### src/rtl/comparator_irq_regs.vh
// Register offsets, field codes and reset values of the comparator
// edge interrupt selection block; definitions only, no logic.
// Assumes the includer uses 6-bit register addresses.
// Functional notes
// RULE1 - Field value zero: no comparator interrupt for that input, ever.
// RULE2 - Field value one: interrupt only when level rises above group threshold.
// RULE3 - Field value two: interrupt only when level falls below group threshold.
// RULE4 - Field value three: interrupt on every threshold crossing, either direction.
// RULE5 - Inputs 20 to 23 compare against their shared group threshold.
// RULE6 - Inputs 16 to 19 compare against their shared group threshold.
// RULE7 - Inputs 8 to 11 compare against their shared group threshold.
// RULE8 - Inputs 4 to 7 compare against their shared group threshold.
// RULE9 - Inputs 0 to 3 compare against their shared group threshold.
// RULE10 - Low select register holds inputs 0 to 11, input n at bits 2n+1:2n.
// RULE11 - High select register at its own offset holds inputs 12 to 23.
// RULE12 - All select fields are host read/write and reset to zero.
// RULE13 - Group threshold code selects 2 V, 2.7 V, 3 V or 4 V.
// RULE14 - Crossing found by comparing each new sample with the previous one.
`ifndef COMPARATOR_IRQ_REGS_VH
`define COMPARATOR_IRQ_REGS_VH

`define REG_ADDR_W          6
`define REG_DATA_W          24
`define OFS_SELECT_LOW      6'h22
`define OFS_SELECT_HIGH     6'h23
`define SELECT_RESET        24'h000000

`define FIELD_W             2
`define SEL_NONE            2'h0
`define SEL_RISE            2'h1
`define SEL_FALL            2'h2
`define SEL_BOTH            2'h3

`define THR_CODE_2V0        2'h0
`define THR_CODE_2V7        2'h1
`define THR_CODE_3V0        2'h2
`define THR_CODE_4V0        2'h3

`define LEVEL_W             16
`define THR_2V0_MV          16'h07d0
`define THR_2V7_MV          16'h0a8c
`define THR_3V0_MV          16'h0bb8
`define THR_4V0_MV          16'h0fa0

`endif

### src/rtl/unused_placeholder_none.v
// Empty compilation unit kept in the source list; holds no logic.
// Assumes nothing of its surroundings.
`timescale 1ns/100ps
`default_nettype none
`default_nettype wire

### src/rtl/threshold_compare.v
// One group of four inputs judged against the group's threshold code.
// Assumes levels are millivolt samples from logic on the same clock.
`timescale 1ns/100ps
`default_nettype none
`include "comparator_irq_regs.vh"

module threshold_compare (
  input  wire [`FIELD_W-1:0]   setting,
  input  wire [4*`LEVEL_W-1:0] levels,
  output wire [3:0]            above
);

  reg [`LEVEL_W-1:0] ref_mv;

  always @* begin
    case (setting)
      `THR_CODE_2V0: ref_mv = `THR_2V0_MV; // RULE13
      `THR_CODE_2V7: ref_mv = `THR_2V7_MV; // RULE13
      `THR_CODE_3V0: ref_mv = `THR_3V0_MV; // RULE13
      `THR_CODE_4V0: ref_mv = `THR_4V0_MV; // RULE13
      default:       ref_mv = `THR_2V0_MV;
    endcase
  end

  genvar k;
  generate
    for (k = 0; k < 4; k = k + 1) begin : g_in
      // Equal to threshold counts as below, so a level parked on it never toggles
      assign above[k] = levels[k*`LEVEL_W +: `LEVEL_W] > ref_mv;
    end
  endgenerate

endmodule
`default_nettype wire

### src/rtl/comparator_edge_interrupt_enable.v
// Comparator edge interrupt selection for 24 switch inputs: two select
// registers, group threshold comparison and per-input edge events.
// Assumes the register port is driven by the device's serial frame decoder
// and the sense samples by the polling logic, both on core_clk.
`timescale 1ns/100ps
`default_nettype none
`include "comparator_irq_regs.vh"

module comparator_edge_interrupt_enable #(
  parameter NUM_INPUTS = 24,
  parameter NUM_GROUPS = 6
) (
  input  wire                         core_clk,
  input  wire                         rst,
  input  wire [`REG_ADDR_W-1:0]       reg_addr,
  input  wire [`REG_DATA_W-1:0]       reg_wdata,
  input  wire                         reg_write,
  input  wire                         reg_read,
  output reg  [`REG_DATA_W-1:0]       reg_rdata,
  output reg                          reg_rdata_valid,
  output reg                          reg_hit,
  input  wire [2*NUM_GROUPS-1:0]      group_threshold,
  input  wire                         sample_strobe,
  input  wire [NUM_INPUTS*`LEVEL_W-1:0] sense_level,
  output reg  [NUM_INPUTS-1:0]        comp_state,
  output reg                          comp_state_valid,
  output reg  [NUM_INPUTS-1:0]        comp_event,
  output reg                          comp_event_any
);

  localparam HALF = NUM_INPUTS / 2;

  // Select registers
  reg  [`REG_DATA_W-1:0]      comparator_irq_select_low;
  reg  [`REG_DATA_W-1:0]      comparator_irq_select_high;

  // Combined field vector, input n at bits 2n+1:2n
  wire [2*NUM_INPUTS-1:0]     select_all;

  // Comparator results of the sample now presented
  wire [NUM_INPUTS-1:0]       above_now;

  // Per-input event of the sample now presented
  wire [NUM_INPUTS-1:0]       hit;

  reg  [NUM_INPUTS-1:0]       next_event;
  reg  [`REG_DATA_W-1:0]      next_rdata;
  reg                         next_hit;

  // Field decode, shared by every input
  function edge_hit;
    input [`FIELD_W-1:0] field;
    input                prev;
    input                now;
    begin
      case (field)
        `SEL_NONE: edge_hit = 1'b0;           // RULE1
        `SEL_RISE: edge_hit = ~prev & now;    // RULE2
        `SEL_FALL: edge_hit = prev & ~now;    // RULE3
        `SEL_BOTH: edge_hit = prev ^ now;     // RULE4
        default:   edge_hit = 1'b0;
      endcase
    end
  endfunction

  // Address decode, used by the read path for the hit flag; write strobes compare offsets directly
  function is_mapped;
    input [`REG_ADDR_W-1:0] addr;
    begin
      is_mapped = (addr == `OFS_SELECT_LOW) || (addr == `OFS_SELECT_HIGH);
    end
  endfunction

  // Low register carries the first HALF inputs, high register the rest;
  // each input picks its own pair, so the split is one parameter
  genvar s;
  generate
    for (s = 0; s < NUM_INPUTS; s = s + 1) begin : g_fld
      if (s < HALF) begin : g_low
        assign select_all[2*s +: 2] = comparator_irq_select_low[2*s +: 2]; // RULE10
      end else begin : g_high
        assign select_all[2*s +: 2] = comparator_irq_select_high[2*(s-HALF) +: 2]; // RULE11
      end
    end
  endgenerate

  genvar g;
  generate
    for (g = 0; g < NUM_GROUPS; g = g + 1) begin : g_grp
      // One threshold code per group of four inputs
      threshold_compare u_cmp (
        .setting (group_threshold[2*g +: 2]),             // RULE5 RULE6 RULE7 RULE8 RULE9
        .levels  (sense_level[g*4*`LEVEL_W +: 4*`LEVEL_W]),
        .above   (above_now[4*g +: 4])
      );
    end
  endgenerate

  genvar n;
  generate
    for (n = 0; n < NUM_INPUTS; n = n + 1) begin : g_in
      // Previous sample against new one
      assign hit[n] = edge_hit(select_all[2*n +: 2], comp_state[n], above_now[n]); // RULE14
    end
  endgenerate

  // Events are only judged once a previous sample exists;
  // the first sample after reset sets the reference silently.
  wire                        judge_now;
  reg  [NUM_INPUTS-1:0]       next_state;
  reg                         next_valid;

  assign judge_now = sample_strobe && comp_state_valid; // RULE14

  always @* begin
    next_event = {NUM_INPUTS{1'b0}};
    if (judge_now) begin
      next_event = hit; // RULE14
    end
  end

  // History moves only on a strobe, so idle cycles between polls
  // never overwrite the reference of the last real sample
  always @* begin
    next_state = comp_state;
    next_valid = comp_state_valid;
    if (sample_strobe) begin
      next_state = above_now; // RULE14
      next_valid = 1'b1;
    end
  end

  // Write strobes per register; unmapped offsets raise neither,
  // so a stray write can never disturb a select field
  wire                        write_low;
  wire                        write_high;

  assign write_low  = reg_write && (reg_addr == `OFS_SELECT_LOW);  // RULE10
  assign write_high = reg_write && (reg_addr == `OFS_SELECT_HIGH); // RULE11

  always @(posedge core_clk or posedge rst) begin
    if (rst) begin
      comparator_irq_select_low <= `SELECT_RESET; // RULE12
    end else if (write_low) begin
      comparator_irq_select_low <= reg_wdata; // RULE12
    end
  end

  always @(posedge core_clk or posedge rst) begin
    if (rst) begin
      comparator_irq_select_high <= `SELECT_RESET; // RULE12
    end else if (write_high) begin
      comparator_irq_select_high <= reg_wdata; // RULE12
    end
  end

  // Read mux; unmapped offsets read as zero. A read in the cycle
  // of a write to the same offset returns the old value.
  always @* begin
    next_rdata = {`REG_DATA_W{1'b0}};
    next_hit   = is_mapped(reg_addr);
    case (reg_addr)
      `OFS_SELECT_LOW:  next_rdata = comparator_irq_select_low;  // RULE12
      `OFS_SELECT_HIGH: next_rdata = comparator_irq_select_high; // RULE12
      default:          next_rdata = {`REG_DATA_W{1'b0}};
    endcase
  end

  // Read data held until the next read
  always @(posedge core_clk or posedge rst) begin
    if (rst) begin
      reg_rdata <= {`REG_DATA_W{1'b0}};
    end else if (reg_read) begin
      reg_rdata <= next_rdata;
    end
  end

  // Hit flag kept apart from the data, so the host can tell an
  // all-zero select register from an unmapped offset
  always @(posedge core_clk or posedge rst) begin
    if (rst) begin
      reg_hit <= 1'b0;
    end else if (reg_read) begin
      reg_hit <= next_hit;
    end
  end

  // Valid pulse follows every read, mapped or not
  always @(posedge core_clk or posedge rst) begin
    if (rst) begin
      reg_rdata_valid <= 1'b0;
    end else begin
      reg_rdata_valid <= reg_read;
    end
  end

  // Sample history; reset drops the reference, so the first
  // strobe after any reset raises no event
  always @(posedge core_clk or posedge rst) begin
    if (rst) begin
      comp_state       <= {NUM_INPUTS{1'b0}};
      comp_state_valid <= 1'b0;
    end else begin
      comp_state       <= next_state;
      comp_state_valid <= next_valid;
    end
  end

  // Event pulses last one cycle; strobes every cycle give
  // back-to-back pulses, never merged into one
  always @(posedge core_clk or posedge rst) begin
    if (rst) begin
      comp_event     <= {NUM_INPUTS{1'b0}};
      comp_event_any <= 1'b0;
    end else begin
      comp_event     <= next_event;
      comp_event_any <= |next_event;
    end
  end

  // A select change takes effect from the next sample; a pending
  // level difference is then judged by the new field, which trades
  // a possible late event for not keeping per-field history.

endmodule
`default_nettype wire

### config.mk
export PLATFORM = sky130hd
export DESIGN_NAME = comparator_edge_interrupt_enable
export DESIGN_NICKNAME = d
export VERILOG_FILES = /design/src/rtl/unused_placeholder_none.v /design/src/rtl/threshold_compare.v /design/src/rtl/comparator_edge_interrupt_enable.v
export VERILOG_INCLUDE_DIRS = /design/src /design/src/rtl
export SDC_FILE = /design/constraint.sdc
export NUM_CORES = 1
export LEC_CHECK = 0
export ABC_AREA = 0
export BUFFER_PORTS_ARGS = -buffer_cell sky130_fd_sc_hd__clkbuf_2
export CORE_AREA = 4 4 194 196
export CTS_BUF_LIST = sky130_fd_sc_hd__clkbuf_8 sky130_fd_sc_hd__clkbuf_16
export CTS_CLUSTER_DIAMETER = 80
export CTS_CLUSTER_SIZE = 20
export DETAILED_ROUTE_END_ITERATION = 8
export DIE_AREA = 0 0 198 200
export PLACE_DENSITY = 0.56
export SETUP_SLACK_MARGIN = 0.4
export SLEW_MARGIN = 20
export SYNTH_ARGS = -nofsm -noshare
export SYNTH_HDL_FRONTEND = slang
export SYNTH_HIERARCHICAL = 1
export SYNTH_SLANG_ARGS = --single-unit
export TNS_END_PERCENT = 10
### constraint.sdc
create_clock -name core_clk -period 4.8 [get_ports core_clk]
set_input_delay 0.48 -clock core_clk [delete_from_list [all_inputs] [get_ports core_clk]]
set_output_delay 0.48 -clock core_clk [all_outputs]
set_load 0.02 [all_outputs]
==> results.sh, run 1 <==
export IMPL_status="completed"
export IMPL_max_stage_delay_ns=0.59
export IMPL_io_pins=507
export IMPL_hold_buffers=0
export IMPL_h_tree_depth=4
export IMPL_nets=2430
export IMPL_tns_ns=0
export IMPL_clk_pin_slew_worst_paths_ns=0.06
export IMPL_grt_antenna_before_repair=1
export IMPL_cp_max_fo=11
export IMPL_r2r_start="comp_state[18]$_DFFE_PP0P_"
export IMPL_required_ns=5.07
export IMPL_crit_type="input pin to flop"
export IMPL_clock_latency_ns=0.42
export IMPL_drive_gt1_frac=0.3573
export IMPL_cts_made_buffers=17
export IMPL_synth_edff_count=0
export IMPL_synth_flop_cell="dfrtp_1"
export IMPL_fin_area_um2=15450
export IMPL_grt_max_degree=95
export IMPL_synth_nets=1920
export IMPL_post_route_period_util=0.7824
export IMPL_wl_mm=42.63
export IMPL_hold_viol=0
export IMPL_netlist_instances=1243
export IMPL_ys_types=39
export IMPL_maxSlewHeadroom=0.4075
export IMPL_fin_hold_ws_ns=0.2394
export IMPL_vdd_drop_max_uv=248.5
export IMPL_p_total_mw=3.587
export IMPL_worst_slew_pin_slew_ns=0.8887
export IMPL_drc=0
export IMPL_post_synth_cell_area_avg_um2=9.488
export IMPL_yosysWarnings=6
export IMPL_cap_violations=0
export IMPL_grt_pass1_vias=11750
export IMPL_grt_setup_unrepaired="false"
export IMPL_fillers=3654
export IMPL_grt_pass1_wl_mm=63.84
export IMPL_seq_area_um2=3103
export IMPL_setup_viol=0
export IMPL_synthesis_area_um2=11790
export IMPL_viasPerCell=5.004
export IMPL_routedWlPerCell_um=19.07
export IMPL_endpoint="comp_event_any$_DFF_PP0_"
export IMPL_r2r_end="comp_event_any$_DFF_PP0_"
export IMPL_worstSetupStartpoint="group_threshold[3]"
export IMPL_cp_start_kind="input pin"
export IMPL_ant_nets=0
export IMPL_placed_area_um2=14820
export IMPL_drt_iter0_markers=360
export IMPL_clk_path_buf_depth=2
export IMPL_die_y_um=200
export IMPL_cts_resized=0
export IMPL_synth_seq_cells=124
export IMPL_dieArea_um2=39600
export IMPL_worst_endpoint_arrival_ns=4.03
export IMPL_powerDensity_nw_per_um2=232.1
export IMPL_post_cts_setup_buffers=0
export IMPL_seq_area_frac_synth=0.2631
export IMPL_grt_usage=0.2076
export IMPL_cts_tree="yes"
export IMPL_num_vias=11180
export IMPL_ff2ff_setup_slack_ns=2.66
export IMPL_grt_overflow=0
export IMPL_cp_common_cell="ha_1"
export IMPL_cts_root_buf="clkbuf_16"
export IMPL_p_leak_nw=8.517
export IMPL_globalplace_congestion=0.9347
export IMPL_die_w_um=198
export IMPL_async_reset_ff_frac=1.000
export IMPL_cp_slowest_cell="ha_1"
export IMPL_io_buffers=506
export IMPL_drt_first_pass_iters=7
export IMPL_final_common_cell="clkbuf_2"
export IMPL_endpoint_kind="flop"
export IMPL_area_delta_synth_final_pct=31.02
export IMPL_hpwl_mm=36.03
export IMPL_min_period_ns=3.756
export IMPL_min_path_type="input pin to asynchronous set/reset pin"
export IMPL_fmax_ghz=0.2663
export IMPL_start_util=0.3268
export IMPL_slew_viol_final=0
export IMPL_worstPathCellList="clkbuf_2, inv_1, ha_1, inv_1, ha_1, nor2b_1, o21bai_1, a21o_2, a21oi_1, ha_1, nor2b_1, o21ai_0, nand4_1, nor4_1, a21oi_1, nand3b_1"
export IMPL_layout_common_cells="506 x clkbuf_2, 246 x ha_1, 141 x inv_1"
export IMPL_multi_input_area_um2=7989
export IMPL_core_area_um2=36080
export IMPL_cts_sinks=124
export IMPL_rr_worst_depth=8
export IMPL_rows=70
export IMPL_fin_skew_ns=0.02327
-- state kept, by name (all words and copies together) (netlist names) --
name and cells:
comp_state_valid 1, reg_hit 1, reg_rdata_valid 1, comp_event_any 1, comp_event 24, comparator_irq_select_low 24
comparator_irq_select_high 24, comp_state 24, reg_rdata 24
-- stage by stage --
stage | utilization | std cells | setup slack, ns
6_report | 0.4282 | 2235 | 1.044
5_1_grt | 0.4282 | 2235 | 0.7419
4_1_cts | 0.4282 | 2234 | 1.045
3_5_place_dp | 0.4108 | 2202 | 0.6184
3_3_place_gp | 0.4108 | 2202 | 0.6974
2_1_floorplan | - | 1243 | 1.021
-- per-layer routing --
| metal | up-vias | wire, um | part of all wire | track usage |
|---|---|---|---|---|
| li1 | 5555 | - | - | - |
| met1 | 5240 | 17300 | 0.41 | 0.2412 |
| met2 | 350 | 21880 | 0.51 | 0.3858 |
| met3 | 39 | 2595 | 0.061 | 0.04817 |
| met4 | 0 | 850 | 0.020 | 0.05228 |
| met5 | - | 0 | 0 | 0 |
-- synth_stat cells, types with 23 or more instances --
library cell | count | area, um^2
o211ai_1 | 24 | 180.2
a21oi_1 | 61 | 305.3
nand4_1 | 44 | 275.3
mux2i_1 | 32 | 320.3
nand2_1 | 77 | 289.0
mux2_4 | 40 | 600.6
dfrtp_1 | 124 | 3103
inv_1 | 142 | 533.0
o21ai_0 | 49 | 245.2
nor2b_1 | 44 | 275.3
a211oi_1 | 36 | 270.3
o22ai_1 | 24 | 150.1
nor4_1 | 23 | 143.9
xor2_1 | 24 | 210.2
nand3_1 | 24 | 120.1
ha_1 | 246 | 3078
nor2_1 | 57 | 214.0
-- power by group --
part / switching (mW) / internal (mW)
registers: 0.0927 / 1.13
logic: 0.524 / 0.469
clock network: 0.510 / 0.863
total: 1.13 / 2.46
-- worst min path at each step --
stage,to,from,slack (ns)
2_1_floorplan,comparator_irq_select_low[22]$_DFFE_PP0P_,comparator_irq_select_low[22]$_DFFE_PP0P_,0.51
3_3_place_gp,comp_state_valid$_DFFE_PP0P_,comp_state_valid$_DFFE_PP0P_,0.52
3_5_place_dp,reg_rdata[7]$_DFFE_PP0P_,reg_rdata[7]$_DFFE_PP0P_,0.52
4_1_cts,comp_state[17]$_DFFE_PP0P_,rst,0.27
5_1_grt,comparator_irq_select_low[19]$_DFFE_PP0P_,reg_wdata[19],0.28
6_report,comp_state[17]$_DFFE_PP0P_,rst,0.24
-- cell type report --
type	count	area share
Inverter	142	0.03482
Clock buffer	20	0.03020
Sequential cell	124	0.2008
Tap cell	468	0.03789
Timing Repair Buffer	516	0.1687
Antenna cell	1	0.0001619
Clock inverter	12	0.01036
Multi-Input combinational cell	952	0.5170
-- worst max-delay path, delay by kind of cell --
family                     cells  cell delay (ns)
buffers and inverters          3             0.45
AOI/OAI and AO/OA              5             0.98
and+or+nand+nor                5             1.01
adders and majority gates      3             1.12
-- kinds of logic after synthesis --
kind of cell | after synthesis | synth area share
compound gates | 246 | 0.1329
flops | 124 | 0.2631
simple gates | 356 | 0.1799
fa+ha+maj | 246 | 0.2610
mux | 80 | 0.08572
buf+inv | 167 | 0.05952
xor+xnor | 24 | 0.01782
Note: power is estimated with default switching activity, not from simulation.
==> inputs of run 2 (changes only) <==
Settings changed: ABC_AREA 0 to 1, CORE_AREA 4 4 194 196 to 4 4 196 198, DIE_AREA 0 0 198 200 to 0 0 200 202, PLACE_DENSITY 0.56 to 0.61.
Clock period 4.8 ns to 3.3 ns, I/O delays scaled along.
==> run 2 against run 1 <==
Against the previous run: critical path depth is 6 higher; combinational power rose by 75%; sequential share of layout area decreased by 1.8 points; total power rose by 55%; critical endpoint unchanged; register-to-register slack worse by 1.6 ns; critical path type unchanged; sequential power is 51% higher; global-route usage rose by 1.7 points; synthesized cell count is 62% higher.
==> results.sh, run 2 <==
export IMPL_viasPerCell=4.646
export IMPL_rows=70
export IMPL_vdd_drop_max_uv=364.0
export IMPL_grt_pass1_wl_mm=71.77
export IMPL_globalplace_congestion=0.9037
export IMPL_netlist_instances=2010
export IMPL_drive_gt1_frac=0.2470
export IMPL_clk_path_buf_depth=2
export IMPL_powerDensity_nw_per_um2=327.5
export IMPL_h_tree_depth=4
export IMPL_seq_area_frac_synth=0.2364
export IMPL_clk_pin_slew_worst_paths_ns=0.07
export IMPL_cts_sinks=124
export IMPL_grt_overflow=0
export IMPL_fin_hold_ws_ns=0.1480
export IMPL_grt_usage=0.2246
export IMPL_synth_seq_cells=124
export IMPL_synth_edff_count=0
export IMPL_synthTopCellsByCount="601 x nand2_1, 376 x inv_1, 259 x nor2_1, 246 x ha_1, 124 x dfrtp_1"
export IMPL_grt_max_degree=52
export IMPL_nets=3211
export IMPL_async_reset_ff_frac=1.000
export IMPL_io_pins=507
export IMPL_dp_slack_ns=-0.2465
export IMPL_ant_nets=0
export IMPL_netlist_top_cells_area="dfrtp_1 24%, ha_1 23%, nand2_1 17%"
export IMPL_grt_setup_unrepaired="false"
export IMPL_fillers=3778
export IMPL_cp_slowest_cell="ha_1"
export IMPL_routedWlPerCell_um=15.47
export IMPL_start_util=0.3594
export IMPL_crit_type="input pin to flop"
export IMPL_final_cells=3018
export IMPL_seq_area_um2=3103
export IMPL_hpwl_mm=39.88
export IMPL_tns_ns=0
export IMPL_crit_family="simple AND/OR/NAND/NOR gates"
export IMPL_io_buffers=506
export IMPL_num_vias=14020
export IMPL_yosysMostFrequentCell="nand2_1"
export IMPL_cts_tree="yes"
export IMPL_cp_max_fo=6
export IMPL_placed_area_um2=16250
export IMPL_min_path_type="input pin to flop"
export IMPL_final_common_cell="nand2_1"
export IMPL_synth_nets=2687
export IMPL_grt_antenna_before_repair=6
export IMPL_hold_viol=0
export IMPL_synth_flop_cell="dfrtp_1"
export IMPL_fmax_ghz=0.3718
export IMPL_finalWorstSetupSlack_ns=0.6106
export IMPL_post_synth_cell_area_avg_um2=6.531
export IMPL_worstPathCellList="clkbuf_2, inv_1, ha_4, inv_1, ha_1, nand2_1, nor2_1, nand2_1, nand3_1, nand2_1, a21oi_1, buf_4, inv_1, ha_1, nand2_1, nand3_1, nand2_1, nand2_1, nor2_1, nand2_1, nor2_1, nand2_1"
export IMPL_grt_pass1_vias=13810
export IMPL_maxSlewHeadroom=0.3197
export IMPL_placed_cells=2979
export IMPL_required_ns=3.60
export IMPL_clock_latency_ns=0.42
export IMPL_endpoint_kind="flop"
export IMPL_multi_input_area_um2=8468
export IMPL_area_delta_synth_final_pct=29.48
export IMPL_p_leak_nw=9.982
export IMPL_drc=0
export IMPL_synth_top_area_cell="dfrtp_1"
export IMPL_cts_root_buf="clkbuf_16"
export IMPL_fin_skew_ns=0.01119
export IMPL_slew_viol_final=0
export IMPL_synthesis_area_um2=13130
export IMPL_min_period_ns=2.689
export IMPL_dieArea_um2=40400
export IMPL_p_total_mw=5.566
export IMPL_wl_mm=46.70
export IMPL_yosysTopAreaCellShare=0.2364
export IMPL_ys_types=24
export IMPL_setup_viol=0
export IMPL_die_w_um=200
export IMPL_max_stage_delay_ns=0.28
export IMPL_cap_violations=0
export IMPL_post_route_period_util=0.8150
export IMPL_drt_iter0_markers=584
export IMPL_status="completed"
export IMPL_die_y_um=202
export IMPL_worst_endpoint_arrival_ns=2.99
export IMPL_fin_util=0.4654
export IMPL_cts_made_buffers=17
export IMPL_layout_common_cells="601 x nand2_1, 505 x clkbuf_2, 374 x inv_1"
export IMPL_core_area_um2=36520
export IMPL_fin_area_um2=17000
export IMPL_worst_slew_pin_slew_ns=1.017
export IMPL_cp_start_kind="input pin"
export IMPL_cp_num_buf_inv=5
export IMPL_cp_common_cell="nand2_1"
export IMPL_yosysWarnings=6
export IMPL_drt_first_pass_iters=5
==> run 2: worst reg2reg max path, stage by stage, from the launching register on <==
cell	delay [ns]
dfrtp_1	0.39
nand2_1	0.64
buf_4	0.35
a21oi_1	0.07
nand2_1	0.13
nand2_1	0.11
nor2_4	0.16
nand2_1	0.09
nor2_1	0.10
nand2_1	0.06
==> run 2: per-layer routing <==
metal	routed length [um]	track usage	share of wire
met1	19450	0.2660	0.42
met2	22950	0.4013	0.49
met3	3317	0.05384	0.071
met4	941	0.06308	0.020
met5	41	0	0.00088
==> run 2: path summary, 6_finish.rpt <==
path	startpoint	cells past startpoint	slack, ns	endpoint
hold reg to reg	comp_state_valid$_DFFE_PP0P_	1	0.50	comp_state_valid$_DFFE_PP0P_
max in group asynchronous	rst	4	1.92	reg_rdata_valid$_DFF_PP0_
setup / recovery	group_threshold[5]	22	0.61	comp_event_any$_DFF_PP0_
setup reg to reg	comp_state_valid$_DFFE_PP0P_	9	1.09	comp_event_any$_DFF_PP0_
hold / removal	reg_wdata[1]	3	0.15	comparator_irq_select_high[1]$_DFFE_PP0P_
min in group asynchronous	rst	3	0.53	comp_state[16]$_DFFE_PP0P_
==> run 2: power breakdown <==
| group | internal [mW] | total [mW] | switching (mW) |
|---|---|---|---|
| clock | 1.23 | 1.99 | 0.766 |
| combinational | 0.699 | 1.74 | 1.04 |
| sequential | 1.67 | 1.84 | 0.165 |
| total | 3.60 | 5.57 | 1.97 |
==> run 2: layout make-up <==
type                    count  share of cell area
diodes                      3           0.0004417
clock buffers              18             0.02584
clock inverters            14             0.01075
inverters                 377             0.08370
multi-input cells        1476              0.4982
flip-flops and latches    124              0.1826
well taps                 468             0.03445
repair buffers            538              0.1640
==> run 2: cell families (layout without fill, tap and decap cells) <==
logic type	after synthesis	in the layout	share of synthesized area
other	0	3	0
adders and majority gates	246	246	0.2345
AOI/OAI and AO/OA	144	144	0.05834
and+or+nand+nor	1086	1086	0.3460
DFF	124	124	0.2364
buffers and inverters	410	947	0.1248
==> run 2: repair_timing <==
| item | in CTS | in global routing |
|---|---|---|
| buffers inserted | 0 | 3 |
| hold buffers | 1 | 0 |
| resized for setup | 2 | 19 |
| gates cloned | 0 | 0 |
| hold endpoints to repair | 20 | 0 |
| endpoints found under the setup margin | 1 | 1 |
| pin swaps | 0 | 1 |
